===== src/hw/tx_command_buffer_events_map.vh =====
// Constants for the transmit command and buffer event register bank.
// Assumes a 10 MHz system clock and a 32-bit AXI4-Lite register window.
`ifndef TX_COMMAND_BUFFER_EVENTS_MAP_VH
`define TX_COMMAND_BUFFER_EVENTS_MAP_VH
// Register indices and byte addresses (byte = 4 * index)
`define IDX_IRQ_EN      12'h10A
`define IDX_EVENTS      12'h12C
`define IDX_LOST_CNT    12'h130
`define IDX_COLL_CNT    12'h132
`define IDX_CMD_RB      12'h108
`define IDX_CMD_WR      12'h144
`define IDX_BYTE_CNT    12'h146
`define ADDR_W          14
`define ADR_IRQ_EN      14'h0428
`define ADR_EVENTS      14'h04B0
`define ADR_LOST_CNT    14'h04C0
`define ADR_COLL_CNT    14'h04C8
`define ADR_CMD_RB      14'h0420
`define ADR_CMD_WR      14'h0510
`define ADR_BYTE_CNT    14'h0518
// Fixed identifier codes in bits 5..0
`define ID_IRQ_EN       6'h0B
`define ID_EVENTS       6'h0C
`define ID_LOST_CNT     6'h10
`define ID_COLL_CNT     6'h12
`define ID_CMD          6'h09
// Bit positions of enables and events; bits 12 and 13 are enables only
`define B_SW            6
`define B_DMA           7
`define B_RDY           8
`define B_UND           9
`define B_MISS          10
`define B_EARLY         11
`define B_COLL_HALF     12
`define B_LOST_HALF     13
`define B_DEST          15
// Command field positions
`define B_FORCE         8
`define B_ONECOLL       9
`define B_NOFCS         12
`define B_PADDIS        13
// Transmit numbers
`define THR_0           11'h005
`define THR_1           11'h17D
`define THR_2           11'h3FD
`define PAD_MIN         16'h003C
`define LEN_MIN         16'h0003
`define RETRY_MAX       5'h10
`define CNT_HALF        10'h1FF
`endif


===== src/hw/tx_command_buffer_events.v =====
// Transmit command options, buffer interrupt enables, buffer events and
// the lost-frame and collision counters, behind an AXI4-Lite slave.
// Assumes all event inputs are one-cycle pulses from logic on sys_clk_i.
//
// Summary of operation
// - Threshold code picks 5, 381, 1021 or whole frame
// - Flush command drops queue, aborts frame bad CRC
// - One-collision flag abandons early, else 16 tries
// - CRC suppress flag omits frame check sequence
// - Padding on: short length padded to 60 bytes
// - Padding off: runts sent, CRC per suppress flag
// - Lengths below 3 bytes are refused
// - Bits 5..0 read fixed register identifier, except byte count
// - Software request raises interrupt once, sets flag
// - Each enable bit gates its own cause
// - DMA done sets flag, interrupts if enabled
// - Ready for transmit sets flag, interrupts if enabled
// - Underrun sets flag, abandons frame
// - Lost frame sets flag, bumps lost counter
// - First 128 bytes in set early flag
// - Address match flag yields to early flag
// - Reading events clears all event bits
// - Lost counter halfway step interrupts if enabled
// - Reading lost counter returns and zeroes it
// - Collision counter halfway step interrupts if enabled
// - Enables reset to identifier, config may load
//
// The implementer's own choice: register access over AXI4-Lite.
`timescale 1ns/1ps
`include "tx_command_buffer_events_map.vh"

module tx_command_buffer_events (
  // Clock and reset
  input  wire                sys_clk_i,
  input  wire                nrst_i,
  // AXI4-Lite write address and data
  input  wire [`ADDR_W-1:0]  s_axi_awaddr_i,
  input  wire                s_axi_awvalid_i,
  output wire                s_axi_awready_o,
  input  wire [31:0]         s_axi_wdata_i,
  input  wire [3:0]          s_axi_wstrb_i,
  input  wire                s_axi_wvalid_i,
  output wire                s_axi_wready_o,
  // AXI4-Lite write response
  output wire [1:0]          s_axi_bresp_o,
  output wire                s_axi_bvalid_o,
  input  wire                s_axi_bready_i,
  // AXI4-Lite read
  input  wire [`ADDR_W-1:0]  s_axi_araddr_i,
  input  wire                s_axi_arvalid_i,
  output wire                s_axi_arready_o,
  output wire [31:0]         s_axi_rdata_o,
  output wire [1:0]          s_axi_rresp_o,
  output wire                s_axi_rvalid_o,
  input  wire                s_axi_rready_i,
  // Configuration memory load
  input  wire                cfg_load_i,
  input  wire [15:0]         cfg_irq_en_i,
  // Events from the MAC and receive buffer
  input  wire                dma_done_i,
  input  wire                tx_ready_i,
  input  wire                underrun_i,
  input  wire                lost_frame_i,
  input  wire                early_bytes_i,
  input  wire                addr_match_i,
  input  wire                collision_i,
  input  wire                tx_done_i,
  // Transmit control to the MAC
  output wire                tx_go_o,
  output wire                tx_refused_o,
  output wire                tx_abandon_o,
  output wire                flush_o,
  output wire                abort_bad_fcs_o,
  output wire [1:0]          send_threshold_select_o,
  output wire [15:0]         start_bytes_o,
  output wire [15:0]         frame_len_o,
  output wire                append_fcs_o,
  output wire [4:0]          retry_limit_o,
  output wire                sending_o,
  // Host interrupt
  output wire                irq_o
);

  localparam SEL_NONE = 3'h0;
  localparam SEL_EN   = 3'h1;
  localparam SEL_EVT  = 3'h2;
  localparam SEL_LOST = 3'h3;
  localparam SEL_COLL = 3'h4;
  localparam SEL_CMDR = 3'h5;
  localparam SEL_CMDW = 3'h6;
  localparam SEL_LEN  = 3'h7;

  // Shared address decode for both bus directions
  function [2:0] reg_sel;
    input [`ADDR_W-1:0] a;
    begin
      case (a)
        `ADR_IRQ_EN:   reg_sel = SEL_EN;
        `ADR_EVENTS:   reg_sel = SEL_EVT;
        `ADR_LOST_CNT: reg_sel = SEL_LOST;
        `ADR_COLL_CNT: reg_sel = SEL_COLL;
        `ADR_CMD_RB:   reg_sel = SEL_CMDR;
        `ADR_CMD_WR:   reg_sel = SEL_CMDW;
        `ADR_BYTE_CNT: reg_sel = SEL_LEN;
        default:       reg_sel = SEL_NONE;
      endcase
    end
  endfunction

  reg                awready_reg;
  reg                wready_reg;
  reg                aw_full_reg;
  reg                w_full_reg;
  reg [`ADDR_W-1:0]  awaddr_reg;
  reg [15:0]         wdata_reg;
  reg [1:0]          wstrb_reg;
  reg                bvalid_reg;
  reg [1:0]          bresp_reg;
  reg                arready_reg;
  reg                rvalid_reg;
  reg [31:0]         rdata_reg;
  reg [1:0]          rresp_reg;
  reg [15:6]         en_reg;
  reg [15:6]         evt_reg;
  reg [9:0]          lost_cnt_reg;
  reg [9:0]          coll_cnt_reg;
  reg                lost_half_reg;
  reg                coll_half_reg;
  reg [15:6]         cmd_reg;
  reg [15:0]         len_reg;
  reg                sending_reg;
  reg [4:0]          tries_reg;
  reg                go_reg;
  reg                refused_reg;
  reg                abandon_reg;
  reg                flush_reg;
  reg                abort_reg;
  reg [15:0]         start_reg;
  reg [15:0]         flen_reg;
  reg                irq_reg;
  reg                sw_req_reg;
  reg [4:0]          limit_reg;

  wire               aw_hs  = s_axi_awvalid_i & awready_reg;
  wire               w_hs   = s_axi_wvalid_i & wready_reg;
  wire               ar_hs  = s_axi_arvalid_i & arready_reg;
  wire               do_wr  = aw_full_reg & w_full_reg & ~bvalid_reg;
  wire [2:0]         wsel   = reg_sel(awaddr_reg);
  wire [2:0]         rsel   = reg_sel(s_axi_araddr_i);
  wire [15:0]        wmask  = {{8{wstrb_reg[1]}}, {8{wstrb_reg[0]}}};
  wire               wr_en  = do_wr & (wsel == SEL_EN);
  wire               wr_cmd = do_wr & (wsel == SEL_CMDW);
  wire               wr_len = do_wr & (wsel == SEL_LEN);
  wire               rd_evt  = ar_hs & (rsel == SEL_EVT);
  wire               rd_lost = ar_hs & (rsel == SEL_LOST);
  wire               rd_coll = ar_hs & (rsel == SEL_COLL);
  wire [15:0]        en_wr   = ({en_reg, 6'h00} & ~wmask) | (wdata_reg & wmask);
  wire [15:0]        cmd_wr  = ({cmd_reg, 6'h00} & ~wmask) | (wdata_reg & wmask);
  wire [15:0]        len_wr  = (len_reg & ~wmask) | (wdata_reg & wmask);
  wire               coll_cnt_evt = collision_i & sending_reg;

  // Write channels: address and data taken in either order
  always @(posedge sys_clk_i or negedge nrst_i) begin
    if (!nrst_i) begin
      aw_full_reg <= 1'b0;
      w_full_reg  <= 1'b0;
      awready_reg <= 1'b1;
      wready_reg  <= 1'b1;
      awaddr_reg  <= {`ADDR_W{1'b0}};
      wdata_reg   <= 16'h0000;
      wstrb_reg   <= 2'h0;
      bvalid_reg  <= 1'b0;
      bresp_reg   <= 2'h0;
    end else begin
      if (aw_hs) begin
        aw_full_reg <= 1'b1;
        awready_reg <= 1'b0;
        awaddr_reg  <= s_axi_awaddr_i;
      end else if (do_wr) begin
        aw_full_reg <= 1'b0;
        awready_reg <= 1'b1;
      end
      if (w_hs) begin
        w_full_reg <= 1'b1;
        wready_reg <= 1'b0;
        wdata_reg  <= s_axi_wdata_i[15:0];
        wstrb_reg  <= s_axi_wstrb_i[1:0];
      end else if (do_wr) begin
        w_full_reg <= 1'b0;
        wready_reg <= 1'b1;
      end
      // Read-only registers and holes answer with a decode error
      if (do_wr) begin
        bvalid_reg <= 1'b1;
        bresp_reg  <= (wsel == SEL_EN || wsel == SEL_CMDW || wsel == SEL_LEN) ? 2'h0 : 2'h3;
      end else if (bvalid_reg & s_axi_bready_i) begin
        bvalid_reg <= 1'b0;
      end
    end
  end

  // Read channel: one read at a time, data one cycle after address
  always @(posedge sys_clk_i or negedge nrst_i) begin
    if (!nrst_i) begin
      arready_reg <= 1'b1;
      rvalid_reg  <= 1'b0;
      rdata_reg   <= 32'h00000000;
      rresp_reg   <= 2'h0;
    end else if (ar_hs) begin
      arready_reg <= 1'b0;
      rvalid_reg  <= 1'b1;
      rresp_reg   <= (rsel == SEL_NONE || rsel == SEL_CMDW) ? 2'h3 : 2'h0;
      case (rsel)
        SEL_EN:   rdata_reg <= {16'h0000, en_reg[15:7], 1'b0, `ID_IRQ_EN};
        SEL_EVT:  rdata_reg <= {16'h0000, evt_reg, `ID_EVENTS};
        SEL_LOST: rdata_reg <= {16'h0000, lost_cnt_reg, `ID_LOST_CNT};
        SEL_COLL: rdata_reg <= {16'h0000, coll_cnt_reg, `ID_COLL_CNT};
        SEL_CMDR: rdata_reg <= {16'h0000, cmd_reg ^ 10'h040, `ID_CMD};
        SEL_LEN:  rdata_reg <= {16'h0000, len_reg};
        default:  rdata_reg <= 32'h00000000;
      endcase
    end else if (rvalid_reg & s_axi_rready_i) begin
      rvalid_reg  <= 1'b0;
      arready_reg <= 1'b1;
    end
  end

  // Enables; a bus write does not store the request bit, and it always reads zero
  always @(posedge sys_clk_i or negedge nrst_i) begin
    if (!nrst_i) begin
      en_reg     <= 10'h000;
      sw_req_reg <= 1'b0;
    end else begin
      sw_req_reg <= wr_en & en_wr[`B_SW];
      if (cfg_load_i) begin
        en_reg <= cfg_irq_en_i[15:6];
      end else if (wr_en) begin
        en_reg <= {en_wr[15:7], 1'b0};
      end
    end
  end

  // Sticky events; a set in the read cycle survives the clear
  always @(posedge sys_clk_i or negedge nrst_i) begin
    if (!nrst_i) begin
      evt_reg <= 10'h000;
    end else begin
      evt_reg[`B_SW]    <= sw_req_reg | (evt_reg[`B_SW] & ~rd_evt);
      evt_reg[`B_DMA]   <= dma_done_i | (evt_reg[`B_DMA] & ~rd_evt);
      evt_reg[`B_RDY]   <= tx_ready_i | (evt_reg[`B_RDY] & ~rd_evt);
      evt_reg[`B_UND]   <= underrun_i | (evt_reg[`B_UND] & ~rd_evt);
      evt_reg[`B_MISS]  <= lost_frame_i | (evt_reg[`B_MISS] & ~rd_evt);
      evt_reg[`B_EARLY] <= early_bytes_i | (evt_reg[`B_EARLY] & ~rd_evt);
      evt_reg[14:12]    <= 3'h0;
      // Early flag replaces address match as the frame grows
      evt_reg[`B_DEST]  <= addr_match_i | (evt_reg[`B_DEST] & ~rd_evt & ~early_bytes_i);
    end
  end

  // Lost-frame counter, wraps after all ones, cleared by its read
  always @(posedge sys_clk_i or negedge nrst_i) begin
    if (!nrst_i) begin
      lost_cnt_reg  <= 10'h000;
      lost_half_reg <= 1'b0;
    end else begin
      if (lost_frame_i) begin
        lost_cnt_reg <= rd_lost ? 10'h001 : lost_cnt_reg + 10'h001;
      end else if (rd_lost) begin
        lost_cnt_reg <= 10'h000;
      end
      // Halfway warning, held until the count is read
      if (lost_frame_i & ~rd_lost & (lost_cnt_reg == `CNT_HALF) & en_reg[`B_LOST_HALF]) begin
        lost_half_reg <= 1'b1;
      end else if (rd_lost) begin
        lost_half_reg <= 1'b0;
      end
    end
  end

  // Collision activity counter while sending, same halfway warning
  always @(posedge sys_clk_i or negedge nrst_i) begin
    if (!nrst_i) begin
      coll_cnt_reg  <= 10'h000;
      coll_half_reg <= 1'b0;
    end else begin
      if (coll_cnt_evt) begin
        coll_cnt_reg <= rd_coll ? 10'h001 : coll_cnt_reg + 10'h001;
      end else if (rd_coll) begin
        coll_cnt_reg <= 10'h000;
      end
      if (coll_cnt_evt & ~rd_coll & (coll_cnt_reg == `CNT_HALF) & en_reg[`B_COLL_HALF]) begin
        coll_half_reg <= 1'b1;
      end else if (rd_coll) begin
        coll_half_reg <= 1'b0;
      end
    end
  end

  // Retry budget ends on the limit collision; underrun ends it too
  wire               abandon_now = sending_reg & (underrun_i |
                       (collision_i & ((tries_reg + 5'h01) >= limit_reg)));

  // Command latch, flush and abort of the frame on the wire
  always @(posedge sys_clk_i or negedge nrst_i) begin
    if (!nrst_i) begin
      cmd_reg   <= 10'h040; // Frame check bit kept inverted
      limit_reg <= `RETRY_MAX;
      flush_reg <= 1'b0;
      abort_reg <= 1'b0;
    end else begin
      if (wr_cmd) begin
        cmd_reg <= {2'h0, cmd_wr[`B_PADDIS], ~cmd_wr[`B_NOFCS], 2'h0, cmd_wr[`B_ONECOLL:6]};
        limit_reg <= cmd_wr[`B_ONECOLL] ? 5'h01 : `RETRY_MAX;
      end
      flush_reg <= wr_cmd & cmd_wr[`B_FORCE];
      // Abort within one cycle, well inside 64 bit times
      abort_reg <= wr_cmd & cmd_wr[`B_FORCE] & sending_reg;
    end
  end

  // Transmit request on a length write
  always @(posedge sys_clk_i or negedge nrst_i) begin
    if (!nrst_i) begin
      len_reg     <= 16'h0000;
      go_reg      <= 1'b0;
      refused_reg <= 1'b0;
      start_reg   <= 16'h0000;
      flen_reg    <= 16'h0000;
    end else begin
      go_reg      <= wr_len & (len_wr >= `LEN_MIN);
      refused_reg <= wr_len & (len_wr < `LEN_MIN);
      if (wr_len) begin
        len_reg <= len_wr;
        if (!cmd_reg[`B_PADDIS] && len_wr < `PAD_MIN) begin
          flen_reg <= `PAD_MIN;
        end else begin
          flen_reg <= len_wr;
        end
        case (cmd_reg[7:6])
          2'h0:    start_reg <= {5'h00, `THR_0};
          2'h1:    start_reg <= {5'h00, `THR_1};
          2'h2:    start_reg <= {5'h00, `THR_2};
          default: start_reg <= len_wr;
        endcase
      end
    end
  end

  // Send state and collision tries of the current frame
  always @(posedge sys_clk_i or negedge nrst_i) begin
    if (!nrst_i) begin
      sending_reg <= 1'b0;
      tries_reg   <= 5'h00;
      abandon_reg <= 1'b0;
    end else begin
      abandon_reg <= abandon_now;
      if (go_reg) begin
        sending_reg <= 1'b1;
        tries_reg   <= 5'h00;
      end else if (abandon_now | tx_done_i | abort_reg) begin
        sending_reg <= 1'b0;
      end else if (sending_reg & collision_i) begin
        tries_reg <= tries_reg + 5'h01;
      end
    end
  end

  // Interrupt: enabled pending events, halfway warnings, software flag
  always @(posedge sys_clk_i or negedge nrst_i) begin
    if (!nrst_i) begin
      irq_reg <= 1'b0;
    end else begin
      irq_reg <= (|(evt_reg[15:7] & en_reg[15:7])) | evt_reg[`B_SW] |
                 lost_half_reg | coll_half_reg;
    end
  end

  assign s_axi_awready_o         = awready_reg;
  assign s_axi_wready_o          = wready_reg;
  assign s_axi_bresp_o           = bresp_reg;
  assign s_axi_bvalid_o          = bvalid_reg;
  assign s_axi_arready_o         = arready_reg;
  assign s_axi_rdata_o           = rdata_reg;
  assign s_axi_rresp_o           = rresp_reg;
  assign s_axi_rvalid_o          = rvalid_reg;
  assign tx_go_o                 = go_reg;
  assign tx_refused_o            = refused_reg;
  assign tx_abandon_o            = abandon_reg;
  assign flush_o                 = flush_reg;
  assign abort_bad_fcs_o         = abort_reg;
  assign send_threshold_select_o = cmd_reg[7:6];
  assign start_bytes_o           = start_reg;
  assign frame_len_o             = flen_reg;
  assign append_fcs_o            = cmd_reg[`B_NOFCS];
  assign retry_limit_o           = limit_reg;
  assign sending_o               = sending_reg;
  assign irq_o                   = irq_reg;

endmodule // tx_command_buffer_events


===== config.mk =====
export PLATFORM = sky130hd
export DESIGN_NAME = tx_command_buffer_events
export DESIGN_NICKNAME = d
export VERILOG_FILES = /design/src/hw/tx_command_buffer_events.v
export VERILOG_INCLUDE_DIRS = /design/src /design/src/hw
export SDC_FILE = /design/constraint.sdc
export NUM_CORES = 1
export LEC_CHECK = 0
export BUFFER_PORTS_ARGS = -buffer_cell sky130_fd_sc_hd__buf_4
export CORE_MARGIN = 4
export CORE_UTILIZATION = 25
export CTS_CLUSTER_DIAMETER = 100
export CTS_CLUSTER_SIZE = 10
export DETAILED_ROUTE_END_ITERATION = 7
export PLACE_DENSITY_LB_ADDON = 0.2
export SLEW_MARGIN = 20
export SYNTH_ARGS = -nofsm -noshare
export SYNTH_HDL_FRONTEND = slang
export SYNTH_SLANG_ARGS = --single-unit

===== constraint.sdc =====
create_clock -name sys_clk_i -period 3.2 [get_ports sys_clk_i]
set_input_delay 0.16 -clock sys_clk_i [delete_from_list [all_inputs] [get_ports sys_clk_i]]
set_output_delay 0.16 -clock sys_clk_i [all_outputs]
set_load 0.01 [all_outputs]

### Word-level counts from Yosys, hierarchy flattened

Cells that the tools add are included.

* add/sub/neg operators: 3
* multipliers: 0
* div/mod/pow operators: 0
* $lt $le $gt $ge: 4
* equal/unequal tests: 29
* shift operators: 0
* multiplexer cells: 37
* bitwise gates (word level): 64
* reduce and logical (&&, ||, !) cells: 20

Operators with widths (count)
* equality test 14 x 11 -> 1 bit (second input constant): 14
* case mux 16 bit (6 select lines): 1
* two-way mux 10 bit: 8
* bitwise AND 16 bit: 3
* case mux 16 bit (3 select lines): 1
* case mux 3 bit (7 select lines): 2
* bitwise AND 1 bit: 35
* bitwise OR 16 bit: 2
* nonzero test 2 bit: 11
* adder 10 x 1 -> 10 bit (second input constant): 2
* equality test 10 x 9 -> 1 bit (second input constant): 2
* two-way mux 5 bit: 4
* equality test 3 bit (second input constant): 6
* two-way mux 1 bit: 18
* greater-or-equal comparator 16 x 2 -> 1 bit (second input constant): 1
* less-than comparator 16 x 2 -> 1 bit (second input constant): 1
* less-than comparator 16 x 6 -> 1 bit (second input constant): 1
* two-way mux 16 bit: 1
* inverter 16 bit: 1
* bitwise AND 14 bit: 1
* bitwise OR 14 bit: 1
* bitwise OR 1 bit: 13
* bitwise AND 9 bit: 1
* OR reduction 9 bit: 1
* 15 further kinds: 26

* register bits after elaboration: 186
* latch bits: 0
* memory bits (writable): 0
* ROM bits: 0
* bits of input ports: 96
* output and inout bits: 88
* logic and storage cells: 190
* memories kept: 0

### Longest topological paths before layout

Gate-level depths: netlist (run 1).

* word-level depth: 9
* depth in mapped cells: 9
* mapped depth without buffers: 9

### Worst setup path after synthesis (run 1)

Ideal clock, no wire load.

* path type: flip-flop to flip-flop
* start point: reg tries_reg[0]
* end point: reg tries_reg[4]
* setup time: 0.131 ns
* arrival: 2.247 ns
* required time: 3.069 ns
* setup slack: 0.822 ns
* cell stages (with the launch flop): 10
* clock period less this slack: 2.378 ns
* cell sequence: dfrtp_1 ha_1 nand3_1 xnor2_1 ha_1 nor4b_1 o2111ai_1 a21oi_1 a41o_1 a21oi_1

* longest elaborated chain between the ends: 9
* elaborated cells on any way between the ends: 12
* classes of those cells: add/sub (1); order compare (1); eq/ne (1); mux (3); bitwise (5); reduce/logical (1)

Ends and longest elaborated chain
* start, declared: RTL line tx_command_buffer_events.v:132 `reg [4:0] tries_reg;`
* start signal, assigned: RTL line tx_command_buffer_events.v:363 `tries_reg <= tries_reg + 5'h01;`
* adder 5 x 1 -> 5 bit *: RTL line tx_command_buffer_events.v:301, tx_command_buffer_events.v:363
* greater-or-equal comparator 5 bit: RTL line tx_command_buffer_events.v:301 `(collision_i & ((tries_reg + 5'h01) >= limit_reg)));`
* bitwise AND 1 bit: RTL line tx_command_buffer_events.v:301
* bitwise OR 1 bit: RTL line tx_command_buffer_events.v:300 `wire abandon_now = sending_reg & (underrun_i |`
* bitwise AND 1 bit: RTL line tx_command_buffer_events.v:300
* bitwise OR 1 bit (2 in series): RTL line tx_command_buffer_events.v:360 `end else if (abandon_now | tx_done_i | abort_reg) begin`
* != test 2 bit (no line)
* AND reduction 2 bit (no line)

Mark *: on every way between the ends. The rest lies on a longest branch, timed or not. The select of a mux whose other input is x is not followed.
A chain may end at the register's enable or synchronous reset.

### Final worst setup path (run 1)

Ends and elaborated chain as after synthesis.

==> impl_metrics.csv, run 1 <==
group,metric,value,unit
logic_synthesis,ys.warnings.count,0,
global_routing,antenna_found_initial,0,
floorplanning,die-area,34900,sq um
floorplanning,initial_core_util,25.3,%
logic_synthesis,synth_most_common_cell,"dfrtp_1",
layout,utilization,33.5,%
global_routing,grt_overflow_total,0,
layout,syn_to_final_growth,32.2,%
logic_synthesis,avgSynthCellArea,10.8,sq um
route,wire_per_inst,18.1,microns
route,routed_wl,24500,microns
clock_network,ctsHtreeMaxLevel,4,
logic_synthesis,synth_top_area_share,49.8,%
sta,max-slew-margin-rel,34.2,%
layout,seqCellArea,4110,sq um
clock_network,clockBufferDepth,2,
logic_synthesis,synth_top_cell_by_area,"dfrtp_1",
layout,multi_input_area,3550,sq um
route,dr.pass1.iters,5,
critical_path,crit_type,"flip-flop to flip-flop",
global_routing,grt_first_pass_wirelength,38400,microns
global_routing,grt_pass1_vias,6402,
run_status,status,"finished, final reports clean",
pwr,powerDensity,576,nW/um^2
clock_network,cts_buffers,17,
layout,antenna_cells,0,
layout,drive_above_1_share,27.8,%
global_routing,track_usage,14.1,%
route,vias_per_cell,4.65,
sta,rsz0062_at_grt,"false",
route,vias,6277,
global_routing,grt_max_degree,63,
sta,worst_slew_pin_slew,0.987,ns
min_path,hold_path.class,"primary input to flip-flop",
logic_synthesis,synthArstFlopShare,100,%
clock_network,cts_tree,"built",
sta,min_period,2.69,ns
floorplanning,core,31600,sq um
clock_network,path_clk_slew,0.07,ns
placement,dpl_cell_area,9450,sq um
sta,fmax,0.371,GHz
floorplanning,die_width,187,microns
floorplanning,pin_count,184,
sta,finClkSkew,0.0117,ns
clock_network,worstSkewPairLatency,0.44,ns
critical_path,crit_arrival,3.00,ns
route,route.antenna.remaining_nets,0,
run,drv_cap,0,
sta,hold_viol_final,0,
logic_synthesis,synth-edff-count,0,
layout,final_cell_area,10600,sq um
floorplanning,chipHeight,187,microns
logic_synthesis,synth_ff_type,"dfrtp_1",
logic_synthesis,synth_seq_cells,164,
pwr,irDropWorstVdd,347,uV
layout,nFillCells,3276,
route,drc,0,
sta,setup_viol,0,
logic_synthesis,netlist_instances,740,
critical_path,start_kind,"flip-flop",
critical_path,critPathCaptureType,"flip-flop",
pwr,leakagePower,0.00494,uW
sta,final.setup.tns,0,ns
route,first_iter_violations,329,
logic_synthesis,synth_commonest_cells,"dfrtp_1, nand2_1, nor2_1",
sta,drv_slew,0,
sta,fin_crit_sh,84.1,%
logic_synthesis,ys_top_cells_by_area,"dfrtp_1, mux2_2, nand2_1",
logic_synthesis,synthDistinctLibCells,79,
clock_network,cts_sinks,164,
floorplanning,row_count,65,
logic_synthesis,syn_area,7990,sq um
placement,dpl.hpwl,18300,microns
clock_network,root_buffer,"clkbuf_16",
critical_path,worst-path-max-fanout,6,
layout,nets,1038,
placement,gp_congestion,0.835,
placement,portBuffers,140,
logic_synthesis,seq_area_frac_synth,51.4,%
clock_network,cts_resized,0,
critical_path,cp.required,3.51,ns
## final timing paths
kind                                          start                          end  slack, ns  cells past startpoint
setup / recovery           tries_reg[0]$_DFFE_PN0P_     tries_reg[4]$_DFFE_PN0P_       0.51                      9
hold / removal                      cfg_irq_en_i[6]        en_reg[6]$_DFFE_PN0P_       0.03                      3
setup reg to reg           tries_reg[0]$_DFFE_PN0P_     tries_reg[4]$_DFFE_PN0P_       0.51                      9
hold reg to reg                sw_req_reg$_DFF_PN0_         evt_reg[6]$_DFF_PN0_       0.43                      1
max in group asynchronous                    nrst_i     tries_reg[2]$_DFFE_PN0P_       2.08                      3
min in group asynchronous                    nrst_i  frame_len_o[10]$_DFFE_PN0P_       0.28                      2
## power by group
group | switching, uW | internal (uW)
registers | 377 | 2390
logic | 579 | 671
clock network | 963 | 1100
total | 1920 | 4160
## what timing repair did
item / 4_1_cts / 5_1_grt
setup buffers: 0 / 0
hold buffers: 54 / 0
endpoints found under the hold margin: 109 / 0
## metal layers
layer | track usage [%] | vias to the layer above | routed length [microns]
met3 | 3.55 | 26 | 1390
met2 | 21.6 | 174 | 11100
met4 | 4.01 | 0 | 425
met5 | 0 | - | 0
li1 | - | 3011 | -
met1 | 19.7 | 3066 | 11500
## worst max-delay path: stages, from the launching register on
cell	delay (ns)
dfrtp_1	0.45
ha_1	0.29
nand3_1	0.14
xnor2_1	0.15
ha_1	0.20
nor4b_1	0.34
o2111ai_1	0.23
a21oi_1	0.48
a41o_1	0.24
a21oi_1	0.06
## cell families after synthesis
group	count (synthesis)	synth area share [%]
and+or+nand+nor	254	16.7
muxes	85	11.8
xor gates and xnor gates	21	2.30
other	1	0.0469
buffers and inverters	72	4.92
DFF	164	51.4
adders and majority gates	7	1.10
AOI/OAI and AO/OA	136	11.7
## final cells by class
cell class | instances | share of cell area (%)
sequential | 164 | 38.9
multi-input combinational | 522 | 33.6
clock buffer | 19 | 4.10
inverter | 15 | 0.533
timing repair buffer | 215 | 16.7
tap | 402 | 4.76
clock inverter | 13 | 1.32
## stage by stage
stage	instances	setup slack [ns]	hold WS, ns	power [uW]
finish	1350	0.508	0.0256	6080
global route	1350	0.131	0.0256	6430
CTS	1350	0.480	0.0456	6170
detailed placement	1264	0.483	0.191	4020
global placement	1264	0.496	0.198	4010
floorplan	758	0.822	-0.136	3510
## cells in the final DEF, fill, tap and decap left out, drive strengths merged, types with 4 or more instances in the layout
| cell | count |
|---|---|
| a211oi | 7 |
| a21o | 12 |
| a21oi | 24 |
| a222oi | 8 |
| a22o | 4 |
| a22oi | 12 |
| and2 | 4 |
| and3 | 7 |
| buf | 161 |
| clkbuf | 19 |
| conb | 19 |
| dfrtp | 159 |
| dfstp | 5 |
| dlygate4sd3 | 54 |
| ha | 7 |
| inv | 24 |
| mux2 | 58 |
| mux2i | 27 |
| nand2 | 84 |
| nand2b | 10 |
| nand3 | 21 |
| nand3b | 6 |
| nand4 | 7 |
| nor2 | 61 |
| nor2b | 5 |
| nor3 | 16 |
| nor3b | 6 |
| nor4 | 11 |
| o21ai | 38 |
| xnor2 | 11 |
| xor2 | 10 |
Note: power is estimated with default switching activity, not from simulation.
==> run 2, diff against run 1 <==
==> constraint.sdc (replaced) <==
create_clock -name sys_clk_i -period 2.7 [get_ports sys_clk_i]
set_input_delay 0.135 -clock sys_clk_i [delete_from_list [all_inputs] [get_ports sys_clk_i]]
set_output_delay 0.135 -clock sys_clk_i [all_outputs]
set_load 0.01 [all_outputs]
==> run 2 against run 1 <==
  * Setup slack got worse by 0.29 ns
  * Clock power rose by 13%
  * Maximum frequency increased by 8.5%
  * Via count unchanged
  * Worst hold slack better by 0.0076 ns
  * Combinational power rose by 19%
  * Clock skew down 0.0021 ns
  * Wire length is 1.1% higher
  * Sequential share of layout area shrank 0.17 points
  * Largest power group unchanged
==> impl_metrics.csv, run 2 (synthesized netlist as in run 1, its figures left out) <==
group,metric,value,unit
route,first_iter_violations,397,
floorplanning,die_width,187,microns
critical_path,cp-startpoint,"tries_reg[0]$_DFFE_PN0P_",
sta,hold_ws,0.0332,ns
critical_path,r2r-start,"tries_reg[0]$_DFFE_PN0P_",
layout,nFillCells,3231,
route,vias_per_cell,4.64,
critical_path,crit_type,"flip-flop to flip-flop",
pwr,netSwitchingFraction,31.8,%
critical_path,worst-path-max-fanout,6,
floorplanning,core,31600,sq um
clock_network,cts_sinks,164,
clock_network,cts_buffers,17,
sta,hold_viol_final,0,
placement,gp_congestion,0.837,
sta,max-slew-margin-rel,32.1,%
critical_path,reg2reg_depth,10,
run_status,status,"finished, final reports clean",
global_routing,grt_max_degree,67,
placement,dpl_cell_area,9510,sq um
critical_path,reg2reg_to,"tries_reg[1]$_DFFE_PN0P_",
route,routed_wl,24700,microns
sta,worst_slew_pin_slew,1.02,ns
critical_path,crit_buf_inv,1,
global_routing,grt_pass1_vias,6500,
critical_path,crit_path_top_delay_cell,"dfrtp_1",
layout,final_cell_area,10600,sq um
pwr,powerDensity,671,nW/um^2
sta,fmax,0.403,GHz
run,drv_cap,0,
layout,layout_common_cells,"dfrtp_1, buf_4, nand2_1",
critical_path,start_kind,"flip-flop",
critical_path,path_delay_family,"adder cells",
layout,multi_input_area,3560,sq um
sta,rsz0062_at_grt,"false",
floorplanning,row_count,65,
min_path,hold_path.class,"primary input to flip-flop",
global_routing,grt_overflow_total,0,
layout,antenna_cells,0,
route,dr.pass1.iters,5,
layout,syn_to_final_growth,32.8,%
placement,dpl.hpwl,18600,microns
clock_network,root_buffer,"clkbuf_16",
global_routing,antenna_found_initial,0,
floorplanning,die-area,34900,sq um
clock_network,cts_tree,"built",
floorplanning,pin_count,184,
layout,drive_above_1_share,28.2,%
pwr,p_switching,2260,uW
clock_network,clockBufferDepth,2,
pwr,leakagePower,0.00496,uW
sta,drv_slew,0,
pwr,power_frac_comb,21.0,%
clock_network,path_clk_slew,0.07,ns
critical_path,setup.worst_path.end,"tries_reg[1]$_DFFE_PN0P_",
critical_path,slowest_delay,0.45,ns
critical_path,crit_path_frequent_cell,"ha_1",
route,route.antenna.remaining_nets,0,
route,wire_per_inst,18.3,microns
route,vias,6277,
critical_path,critPathCaptureType,"flip-flop",
floorplanning,chipHeight,187,microns
sta,fin_crit_sh,91.9,%
critical_path,rrSetupSlack,0.22,ns
critical_path,cp.required,3.01,ns
placement,portBuffers,140,
global_routing,grt_first_pass_wirelength,38900,microns
critical_path,cp_cell_sequence,"ha_1 -> nand3_1 -> xnor2_1 -> ha_1 -> nor4b_2 -> o2111ai_1 -> a21oi_1 -> buf_4 -> mux2i_1 -> nor2_1",
pwr,sequentialPowerShare,46.3,%
layout,nets,1041,
clock_network,ctsHtreeMaxLevel,4,
critical_path,crit_arrival,2.79,ns
global_routing,track_usage,14.2,%
layout,seqCellArea,4110,sq um
sta,setup_viol,0,
floorplanning,initial_core_util,25.3,%
route,drc,0,
pwr,irDropWorstVdd,389,uV
sta,finClkSkew,0.00964,ns
pwr,total_power,7120,uW
pwr,internal_power,4850,uW
critical_path,crit_cells,10,
sta,min_period,2.48,ns
pwr,power_frac_clock,32.7,%
sta,final.setup.tns,0,ns
clock_network,worstSkewPairLatency,0.43,ns
min_path,worstHoldStart,"collision_i",
run 2: changes by cell type in the layout (fill, tap and decap cells not counted), sizes merged:
cell / delta
buf: +3
clkinvlp: -2
inv: -2
bufinv: -1
clkinv: +5
run 2: routing by layer:
metal  track usage (%)  wire, microns
met3              3.42           1390
met4              3.07            227
met2              22.4          11500
met1              20.0          11600
met5                 0              0
run 2: worst min-delay path by stage:
stage	to	slack (ns)	depth (start not counted)
6_report	tx_abandon_o$_DFF_PN0_	0.03	3
5_1_grt	en_reg[6]$_DFFE_PN0P_	0.04	3
4_1_cts	tx_abandon_o$_DFF_PN0_	0.02	3
3_5_place_dp	wdata_reg[13]$_DFFE_PN0P_	0.07	1
3_3_place_gp	wdata_reg[13]$_DFFE_PN0P_	0.07	1
2_1_floorplan	asynchronous set/reset pin	-0.16	0
run 2: final cells by class:
class	instances	share of cell area, %
sequential	164	38.8
multi-input combinational	522	33.6
timing repair buffer	218	17.2
tap	402	4.74
clock buffer	19	4.08
clock inverter	13	1.12
inverter	15	0.531
run 2: worst register-to-register path: stages, from the launching register on:
cell	delay (ns)
dfrtp_1	0.45
ha_1	0.31
nand3_1	0.14
xnor2_1	0.16
ha_1	0.22
nor4b_2	0.29
o2111ai_1	0.22
a21oi_1	0.17
buf_4	0.17
mux2i_1	0.19
nor2_1	0.05
run 2: through the flow:
stage	util [%]	setup WS [ns]	cells
2_1_floorplan	-	0.322	758
3_3_place_gp	30.1	0.243	1267
3_5_place_dp	30.1	0.190	1267
4_1_cts	33.6	0.171	1353
5_1_grt	33.6	0.0879	1353
6_report	33.6	0.218	1353
run 2: power groups by stage:
stage | sequential, uW | clock [uW] | combinational (uW)
floorplan | 3150 | 0 | 1020
global placement | 3340 | 0 | 1430
detailed placement | 3340 | 0 | 1450
CTS | 3300 | 2400 | 1520
global route | 3370 | 2500 | 1650
finish | 3300 | 2330 | 1490
run 2: what timing repair did:
action	4_1_cts	5_1_grt
hold buffers	54	0
gates resized for setup	0	1
setup buffers	0	0
hold endpoints to repair	87	0
endpoints found under the setup margin	0	5
